### src/core/bifr_pkg.sv
// Package of constants for the built-in input function router.
package bifr_pkg;

  // ----------------------------------------------------------------
  // Sizes
  // ----------------------------------------------------------------
  localparam int NUM_LINES = 16;
  localparam int NUM_CH = 2;
  localparam int NUM_FAST = 6;

  // ----------------------------------------------------------------
  // Register byte offsets
  // ----------------------------------------------------------------
  localparam logic [7:0] OFS_FUNC_CFG = 8'h00;
  localparam logic [7:0] OFS_INT_REQ = 8'h04;
  localparam logic [7:0] OFS_PCATCH_EN = 8'h08;
  localparam logic [7:0] OFS_LINE_LEVEL = 8'h0C;
  localparam logic [7:0] OFS_INPUT_IMAGE = 8'h10;
  localparam logic [7:0] OFS_SCAN_CTRL = 8'h14;
  localparam logic [7:0] OFS_INT_GRANT = 8'h18;
  localparam logic [7:0] OFS_LINE_CLASS = 8'h1C;

  // ----------------------------------------------------------------
  // Field positions of the function configuration and scan control registers
  // ----------------------------------------------------------------
  localparam int CFG_CNT_EN_POS = 0;
  localparam int CFG_Z_EN_POS = 2;
  localparam int CFG_POS_EN_POS = 4;
  localparam int CFG_WIDTH = 6;
  localparam int SCAN_END_POS = 0;

  // ----------------------------------------------------------------
  // Reset values
  // ----------------------------------------------------------------
  localparam logic [5:0] RST_FUNC_CFG = 6'h00;
  localparam logic [15:0] RST_INT_REQ = 16'h0000;
  localparam logic [15:0] RST_PCATCH_EN = 16'h0000;

  // ----------------------------------------------------------------
  // Line numbers of the first channel; the second adds CNT_AB_STEP to A and B and one to the rest
  // ----------------------------------------------------------------
  localparam int LN_CNT_A = 0;
  localparam int LN_CNT_B = 1;
  localparam int CNT_AB_STEP = 2;
  localparam int LN_CNT_Z = 4;
  localparam int LN_CNT_FUNC = 6;
  localparam int LN_CNT_LATCH = 8;
  localparam int LN_AX_ZERO = 4;
  localparam int LN_AX_CMD = 6;
  localparam int LN_AX_READY = 8;
  localparam int LN_AX_DOG = 10;
  localparam int LN_AX_ULIM = 12;
  localparam int LN_AX_LLIM = 14;

  // ----------------------------------------------------------------
  // Bus answers
  // ----------------------------------------------------------------
  localparam logic [1:0] RESP_OKAY = 2'h0;
  localparam logic [1:0] RESP_SLVERR = 2'h2;

endpackage

### src/core/bifr_router.sv
// Input function router: routes sixteen external input lines to counter, positioning and program functions.
//
// Design decisions made here: the register offsets and the AXI4-Lite interface to the registers.
`timescale 1ns/1ps

module bifr_router #(
  parameter int LINES = 16
) (
  input wire logic CLK_SYS,
  input wire logic ARST_N,
  input wire logic [LINES-1:0] IN_LINES,
  output logic [1:0] CNT_A,
  output logic [1:0] CNT_B,
  output logic [1:0] CNT_Z,
  output logic [1:0] CNT_FUNC,
  output logic [1:0] CNT_LATCH,
  output logic [1:0] AX_ZERO,
  output logic [1:0] AX_CMD,
  output logic [1:0] AX_READY,
  output logic [1:0] AX_DOG,
  output logic [1:0] AX_ULIM,
  output logic [1:0] AX_LLIM,
  output logic [LINES-1:0] INT_SRC,
  output logic [LINES-1:0] INPUT_IMAGE,
  input wire logic [7:0] S_AXI_AWADDR,
  input wire logic S_AXI_AWVALID,
  output logic S_AXI_AWREADY,
  input wire logic [31:0] S_AXI_WDATA,
  input wire logic [3:0] S_AXI_WSTRB,
  input wire logic S_AXI_WVALID,
  output logic S_AXI_WREADY,
  output logic [1:0] S_AXI_BRESP,
  output logic S_AXI_BVALID,
  input wire logic S_AXI_BREADY,
  input wire logic [7:0] S_AXI_ARADDR,
  input wire logic S_AXI_ARVALID,
  output logic S_AXI_ARREADY,
  output logic [31:0] S_AXI_RDATA,
  output logic [1:0] S_AXI_RRESP,
  output logic S_AXI_RVALID,
  input wire logic S_AXI_RREADY
);

  // ----------------------------------------------------------------
  // Bus write path
  // ----------------------------------------------------------------
  logic aw_hold_reg;
  logic [7:0] awaddr_reg;
  logic w_hold_reg;
  logic [31:0] wdata_reg;
  logic [3:0] wstrb_reg;
  logic bvalid_reg;
  logic [1:0] bresp_reg;

  wire aw_take = S_AXI_AWVALID && S_AXI_AWREADY;
  wire w_take = S_AXI_WVALID && S_AXI_WREADY;
  wire do_write = aw_hold_reg && w_hold_reg && !bvalid_reg;
  wire [31:0] wmask = {{8{wstrb_reg[3]}}, {8{wstrb_reg[2]}}, {8{wstrb_reg[1]}}, {8{wstrb_reg[0]}}};
  wire wr_cfg = do_write && (awaddr_reg == bifr_pkg::OFS_FUNC_CFG);
  wire wr_int = do_write && (awaddr_reg == bifr_pkg::OFS_INT_REQ);
  wire wr_pc = do_write && (awaddr_reg == bifr_pkg::OFS_PCATCH_EN);
  wire wr_scan = do_write && (awaddr_reg == bifr_pkg::OFS_SCAN_CTRL);
  wire wr_ro = do_write && ((awaddr_reg == bifr_pkg::OFS_LINE_LEVEL) || (awaddr_reg == bifr_pkg::OFS_INPUT_IMAGE)
    || (awaddr_reg == bifr_pkg::OFS_INT_GRANT) || (awaddr_reg == bifr_pkg::OFS_LINE_CLASS));
  wire wr_hit = wr_cfg || wr_int || wr_pc || wr_scan || wr_ro;

  assign S_AXI_AWREADY = !aw_hold_reg && !bvalid_reg;
  assign S_AXI_WREADY = !w_hold_reg && !bvalid_reg;
  assign S_AXI_BVALID = bvalid_reg;
  assign S_AXI_BRESP = bresp_reg;

  always_ff @(posedge CLK_SYS or negedge ARST_N) begin
    if (!ARST_N) begin
      aw_hold_reg <= 1'b0;
      awaddr_reg <= 8'h00;
      w_hold_reg <= 1'b0;
      wdata_reg <= 32'h00000000;
      wstrb_reg <= 4'h0;
    end else begin
      if (aw_take) begin
        aw_hold_reg <= 1'b1;
        awaddr_reg <= {S_AXI_AWADDR[7:2], 2'b00};
      end else if (do_write) begin
        aw_hold_reg <= 1'b0;
      end
      if (w_take) begin
        w_hold_reg <= 1'b1;
        wdata_reg <= S_AXI_WDATA;
        wstrb_reg <= S_AXI_WSTRB;
      end else if (do_write) begin
        w_hold_reg <= 1'b0;
      end
    end
  end

  always_ff @(posedge CLK_SYS or negedge ARST_N) begin
    if (!ARST_N) begin
      bvalid_reg <= 1'b0;
      bresp_reg <= bifr_pkg::RESP_OKAY;
    end else if (do_write) begin
      bvalid_reg <= 1'b1;
      bresp_reg <= wr_hit ? bifr_pkg::RESP_OKAY : bifr_pkg::RESP_SLVERR;
    end else if (S_AXI_BREADY) begin
      bvalid_reg <= 1'b0;
    end
  end

  // ----------------------------------------------------------------
  // Configuration registers
  // ----------------------------------------------------------------
  // Routing is meant to be static: software sets it before the attached functions run.
  logic [bifr_pkg::CFG_WIDTH-1:0] cfg_reg;
  logic [LINES-1:0] int_req_reg;
  logic [LINES-1:0] pc_en_reg;

  wire [31:0] cfg_merge = ({26'h0000000, cfg_reg} & ~wmask) | (wdata_reg & wmask);
  wire [31:0] int_merge = ({16'h0000, int_req_reg} & ~wmask) | (wdata_reg & wmask);
  wire [31:0] pc_merge = ({16'h0000, pc_en_reg} & ~wmask) | (wdata_reg & wmask);
  wire scan_end = wr_scan && wstrb_reg[0] && wdata_reg[bifr_pkg::SCAN_END_POS];

  always_ff @(posedge CLK_SYS or negedge ARST_N) begin
    if (!ARST_N) begin
      cfg_reg <= bifr_pkg::RST_FUNC_CFG;
      int_req_reg <= bifr_pkg::RST_INT_REQ;
      pc_en_reg <= bifr_pkg::RST_PCATCH_EN;
    end else begin
      if (wr_cfg) begin
        cfg_reg <= cfg_merge[bifr_pkg::CFG_WIDTH-1:0];
      end
      if (wr_int) begin
        int_req_reg <= int_merge[LINES-1:0];
      end
      if (wr_pc) begin
        pc_en_reg <= pc_merge[LINES-1:0];
      end
    end
  end

  wire [1:0] cnt_en = cfg_reg[bifr_pkg::CFG_CNT_EN_POS +: 2];
  wire [1:0] z_en = cfg_reg[bifr_pkg::CFG_Z_EN_POS +: 2];
  wire [1:0] pos_en = cfg_reg[bifr_pkg::CFG_POS_EN_POS +: 2];

  // ----------------------------------------------------------------
  // Interrupt gating
  // ----------------------------------------------------------------
  // A counter channel takes its A and B lines away from interrupt use only; all else stays open.
  wire [LINES-1:0] int_block = {{(LINES-4){1'b0}}, {2{cnt_en[1]}}, {2{cnt_en[0]}}};
  wire [LINES-1:0] int_grant = int_req_reg & ~int_block;
  wire [LINES-1:0] fast_class = {{(LINES-bifr_pkg::NUM_FAST){1'b0}}, {bifr_pkg::NUM_FAST{1'b1}}};

  // ----------------------------------------------------------------
  // Program input image with pulse catch
  // ----------------------------------------------------------------
  logic [LINES-1:0] prev_reg;
  logic [LINES-1:0] catch_reg;
  logic [LINES-1:0] image_reg;
  logic [LINES-1:0] int_src_reg;

  wire [LINES-1:0] rise = IN_LINES & ~prev_reg;
  wire [LINES-1:0] caught = catch_reg | (rise & pc_en_reg);
  // A rising edge in the very cycle of the scan end is kept for the next scan too, so no edge is lost.
  wire [LINES-1:0] catch_next = scan_end ? (rise & pc_en_reg) : caught;
  wire [LINES-1:0] image_next = (pc_en_reg & caught) | (~pc_en_reg & IN_LINES);

  always_ff @(posedge CLK_SYS or negedge ARST_N) begin
    if (!ARST_N) begin
      prev_reg <= {LINES{1'b0}};
      catch_reg <= {LINES{1'b0}};
      image_reg <= {LINES{1'b0}};
      int_src_reg <= {LINES{1'b0}};
    end else begin
      prev_reg <= IN_LINES;
      catch_reg <= catch_next;
      int_src_reg <= IN_LINES & int_grant;
      if (scan_end) begin
        image_reg <= image_next;
      end
    end
  end

  assign INT_SRC = int_src_reg;
  assign INPUT_IMAGE = image_reg;

  // ----------------------------------------------------------------
  // Function routing, one pass per channel and axis
  // ----------------------------------------------------------------
  // Outputs are flopped once; an enabled line's level is untouched, only delayed one clock; a disabled one reads low.
  for (genvar ch = 0; ch < bifr_pkg::NUM_CH; ch++) begin : g_ch
    logic [10:0] route_reg;
    wire [10:0] route_next = {
      pos_en[ch] & IN_LINES[bifr_pkg::LN_AX_LLIM + ch],
      pos_en[ch] & IN_LINES[bifr_pkg::LN_AX_ULIM + ch],
      pos_en[ch] & IN_LINES[bifr_pkg::LN_AX_DOG + ch],
      pos_en[ch] & IN_LINES[bifr_pkg::LN_AX_READY + ch],
      pos_en[ch] & IN_LINES[bifr_pkg::LN_AX_CMD + ch],
      pos_en[ch] & IN_LINES[bifr_pkg::LN_AX_ZERO + ch],
      cnt_en[ch] & IN_LINES[bifr_pkg::LN_CNT_LATCH + ch],
      cnt_en[ch] & IN_LINES[bifr_pkg::LN_CNT_FUNC + ch],
      cnt_en[ch] & z_en[ch] & IN_LINES[bifr_pkg::LN_CNT_Z + ch],
      cnt_en[ch] & IN_LINES[bifr_pkg::LN_CNT_B + bifr_pkg::CNT_AB_STEP * ch],
      cnt_en[ch] & IN_LINES[bifr_pkg::LN_CNT_A + bifr_pkg::CNT_AB_STEP * ch]
    };

    always_ff @(posedge CLK_SYS or negedge ARST_N) begin
      if (!ARST_N) begin
        route_reg <= 11'h000;
      end else begin
        route_reg <= route_next;
      end
    end

    assign CNT_A[ch] = route_reg[0];
    assign CNT_B[ch] = route_reg[1];
    assign CNT_Z[ch] = route_reg[2];
    assign CNT_FUNC[ch] = route_reg[3];
    assign CNT_LATCH[ch] = route_reg[4];
    assign AX_ZERO[ch] = route_reg[5];
    assign AX_CMD[ch] = route_reg[6];
    assign AX_READY[ch] = route_reg[7];
    assign AX_DOG[ch] = route_reg[8];
    assign AX_ULIM[ch] = route_reg[9];
    assign AX_LLIM[ch] = route_reg[10];

  end

  // ----------------------------------------------------------------
  // Bus read path
  // ----------------------------------------------------------------
  logic rvalid_reg;
  logic [31:0] rdata_reg;
  logic [1:0] rresp_reg;

  wire ar_take = S_AXI_ARVALID && S_AXI_ARREADY;
  wire [7:0] raddr = {S_AXI_ARADDR[7:2], 2'b00};
  wire rd_cfg = raddr == bifr_pkg::OFS_FUNC_CFG;
  wire rd_int = raddr == bifr_pkg::OFS_INT_REQ;
  wire rd_pc = raddr == bifr_pkg::OFS_PCATCH_EN;
  wire rd_lvl = raddr == bifr_pkg::OFS_LINE_LEVEL;
  wire rd_img = raddr == bifr_pkg::OFS_INPUT_IMAGE;
  wire rd_scan = raddr == bifr_pkg::OFS_SCAN_CTRL;
  wire rd_grant = raddr == bifr_pkg::OFS_INT_GRANT;
  wire rd_class = raddr == bifr_pkg::OFS_LINE_CLASS;
  wire rd_hit = rd_cfg || rd_int || rd_pc || rd_lvl || rd_img || rd_scan || rd_grant || rd_class;
  wire [31:0] rd_mux = rd_cfg ? {26'h0000000, cfg_reg}
    : rd_int ? {16'h0000, int_req_reg}
    : rd_pc ? {16'h0000, pc_en_reg}
    : rd_lvl ? {16'h0000, IN_LINES}
    : rd_img ? {16'h0000, image_reg}
    : rd_grant ? {16'h0000, int_grant}
    : rd_class ? {16'h0000, fast_class}
    : 32'h00000000;

  assign S_AXI_ARREADY = !rvalid_reg;
  assign S_AXI_RVALID = rvalid_reg;
  assign S_AXI_RDATA = rdata_reg;
  assign S_AXI_RRESP = rresp_reg;

  always_ff @(posedge CLK_SYS or negedge ARST_N) begin
    if (!ARST_N) begin
      rvalid_reg <= 1'b0;
      rdata_reg <= 32'h00000000;
      rresp_reg <= bifr_pkg::RESP_OKAY;
    end else if (ar_take) begin
      rvalid_reg <= 1'b1;
      rdata_reg <= rd_mux;
      rresp_reg <= rd_hit ? bifr_pkg::RESP_OKAY : bifr_pkg::RESP_SLVERR;
    end else if (S_AXI_RREADY) begin
      rvalid_reg <= 1'b0;
    end
  end
endmodule // bifr_router

### config.mk
export PLATFORM = sky130hd
export DESIGN_NAME = bifr_router
export DESIGN_NICKNAME = d
export VERILOG_FILES = /design/src/core/bifr_pkg.sv /design/src/core/bifr_router.sv
export SDC_FILE = /design/constraint.sdc
export NUM_CORES = 1
export LEC_CHECK = 0
export ABC_AREA = 1
export BUFFER_PORTS_ARGS = -buffer_cell sky130_fd_sc_hd__buf_2
export CAP_MARGIN = 10
export CORE_ASPECT_RATIO = 1.75
export CORE_UTILIZATION = 49
export CTS_CLUSTER_DIAMETER = 50
export DETAILED_ROUTE_END_ITERATION = 16
export MAX_ROUTING_LAYER = met4
export PLACE_DENSITY_LB_ADDON = 0.15
export SYNTH_ARGS = -nofsm -noshare
export SYNTH_HDL_FRONTEND = slang
export SYNTH_SLANG_ARGS = --single-unit
### constraint.sdc
create_clock -name CLK_SYS -period 1.4 [get_ports CLK_SYS]
set_clock_uncertainty 0.05 [all_clocks]
set_input_delay 0 -clock CLK_SYS [delete_from_list [all_inputs] [get_ports CLK_SYS]]
set_output_delay 0 -clock CLK_SYS [all_outputs]
set_load 0.01 [all_outputs]
==> impl_metrics.ini <==
[synthesis]
synth_warnings = 0
syn_inst = 860
synth_top_area_frac = 0.567
synth_area_leaders = dfrtp_1 57%, nand2_1 11%, inv_1 6.7%, o21ai_0 4.3%, nand3_1 3.3%
synth_compound_area_frac = 0.112
synthesis.area_um2 = 7500
yosys_register_bits = 170
synth_flop_cell = dfrtp_1
synth_top_family_by_area = simple AND/OR/NAND/NOR gates
synth_top_cell_by_area = dfrtp_1
ys_seq_area_frac = 0.567
muxShareOfSynthArea = 0.00450
synth_xor_area_frac = 0
synthSimpleGateAreaFrac = 0.208
synth_area_per_cell_um2 = 8.72
synth-edff-count = 0
synth_fa_ha_area_frac = 0
async_flop_share = 1.00
synth_cell_type_count = 30

[die]
die_w_um = 95.5
die_h_um = 166
io_pins = 170
die_area_um2 = 15800
std_cell_rows = 59
start_util = 0.503
core_area_um2 = 14900

[placed_design]
port-buffer-count = 129
place_ws_ns = -0.0923
gp_routability_congestion = 0.944
placed_area_um2 = 8760
dp_hpwl_mm = 14.2

[clocking]
cts_made_buffers = 17
clkLatencyLatePin_ns = 0.43
clock_path_buffers = 2
cts_htree_levels = 4
cts_tree = yes
path_clk_slew_ns = 0.07
clock-sinks = 170
cts.root.buffer_cell = clkbuf_16

[worst_setup_path]
arrival_ns = 1.80
crit_path_start_kind = flop
rr_worst_depth = 8
reg2reg_from = S_AXI_BVALID
critPathKind = reg -> reg
cp_max_fo = 12
regToRegEndpoint = INPUT_IMAGE[12]
endpoint_kind = flop
cp_data_required_time_ns = 1.71
regToRegSetupSlack_ns = -0.09

[routing]
via_per_inst = 5.02
wl_per_cell_um = 15.6
vias = 6469
drtAntennaViolNets = 0
drtIter0Drc = 282
first_pass_iters = 5
routed_wl_mm = 20.0
drcViolationCount = 0

[sta]
holdWs_ns = 0.00503
drv_slew = 0
period_share = 1.06
setup_ws_ns = -0.0897
layout_min_cycle_time_ns = 1.49
hold_viol_final = 0
finalSetupViolations = 62
max_freq_mhz = 671
rsz0062_at_grt = yes

[cells_and_area]
drive_above_1_share = 0.297
fin_util = 0.674
final_area_um2 = 10000
syn2layout_area_growth_pct = 33.9
num_antenna_cells = 0
final_nets = 1168

[global_routing]
gr-total-overflow = 0
antenna_found_initial = 0
grt_util_all_layers = 0.276
grt_pass1_wl_mm = 32.2
first_global_vias = 6555
grt_start_max_net_pins = 46

[pwr]
power_density_nw_per_um2 = 1550
leakage_nw = 5.46
vdd_ir_drop_max_uv = 955

[worst_hold_path]
hold_path.class = in -> async

[run]
drv_cap = 0

[status]
violations = setup timing
status = complete, but fails checks
-- cell usage in the layout, fill, tap and decap left out, types with 5 or more instances in the layout --
cell type,synthesis,final
nor2_1,56,52
buf_2,7,128
buf_4,20,41
nand2_1,217,185
nor2_4,6,10
nand2_2,2,33
a21oi_1,45,45
buf_12,0,13
o21ai_0,64,40
nor2_2,8,8
o21ai_1,16,32
nand4_1,5,5
inv_1,133,133
dfrtp_1,170,169
clkbuf_16,0,17
inv_2,7,6
o21ai_2,24,32
dlygate4sd3_1,0,46
buf_6,6,6
nand3_1,49,49
inv_6,0,5
conb_1,1,18
-- timing repair --
| item | CTS | global route |
|---|---|---|
| hold buffers | 46 | 0 |
| setup buffers | 2 | 2 |
| gates resized for setup | 29 | 29 |
| gates cloned | 0 | 2 |
| endpoints found under the setup margin | 68 | 94 |
| pin swaps | 3 | 5 |
| hold endpoints to repair | 288 | 0 |
-- metrics by stage --
step | TNS [ns] | total power (W) | std cells
finish | -3.42 | 0.0156 | 1289
global route | -9.70 | 0.0164 | 1289
CTS | -4.04 | 0.0155 | 1285
detailed placement | -2.64 | 0.0106 | 1205
global placement | -0.596 | 0.0105 | 1205
floorplan | -4.08 | 0.00888 | 877
-- critical path, stage by stage (launching register included) --
cell,delay [ns]
dfrtp_2,0.43
nor3_4,0.24
inv_2,0.10
nor2_4,0.12
nand2_4,0.10
clkinv_8,0.11
buf_12,0.15
nand2_2,0.05
o21ai_2,0.05
-- report_power, final --
group	switching (W)	total, W	leakage, nW	internal, W
Sequential	0.000841	0.00690	2.07	0.00606
Combinational	0.00233	0.00395	3.10	0.00162
Clock	0.00209	0.00476	0.287	0.00266
-- final cells by class --
type | count | area [um2]
tap | 183 | 229
fill | 1299 | 4860
inverter | 141 | 544
clock buffer | 17 | 425
clock inverter | 15 | 163
timing repair buffer | 235 | 1750
sequential | 170 | 4260
multi-input combinational | 528 | 2680
-- worst max path at each step --
stage | start | to | slack, ns
6_report | S_AXI_BVALID | INPUT_IMAGE[12] | -0.09
5_1_grt | S_AXI_BVALID | flop | -0.20
4_1_cts | S_AXI_BVALID | flop | -0.1
3_5_place_dp | S_AXI_BVALID | flop | -0.09
3_3_place_gp | S_AXI_BVALID | flop | -0.04
2_1_floorplan | S_AXI_BVALID | flop | -0.11
-- cells in the mapped netlist, types with 8 or more instances --
library cell / count
a21oi_1: 45
o21ai_1: 16
nand3_1: 49
nand2_1: 217
inv_1: 133
o21ai_2: 24
dfrtp_1: 170
o21ai_0: 64
nor2_1: 56
buf_4: 20
nor2_2: 8
-- routing by layer --
metal | part of all wire | up-vias | track usage
met5 | 0 | - | -
met4 | 0.039 | 0 | 0.128
met3 | 0.041 | 58 | 0.0386
met2 | 0.53 | 211 | 0.479
met1 | 0.39 | 3080 | 0.305
li1 | - | 3120 | -
-- cells by family after synthesis --
logic type             Yosys count
AO/OA/AOI/OAI                  150
other                            1
buffers and inverters          180
multiplexers                     3
AND/OR/NAND/NOR                356
flip-flops                     170
Power figures use the tool's default switching activity.
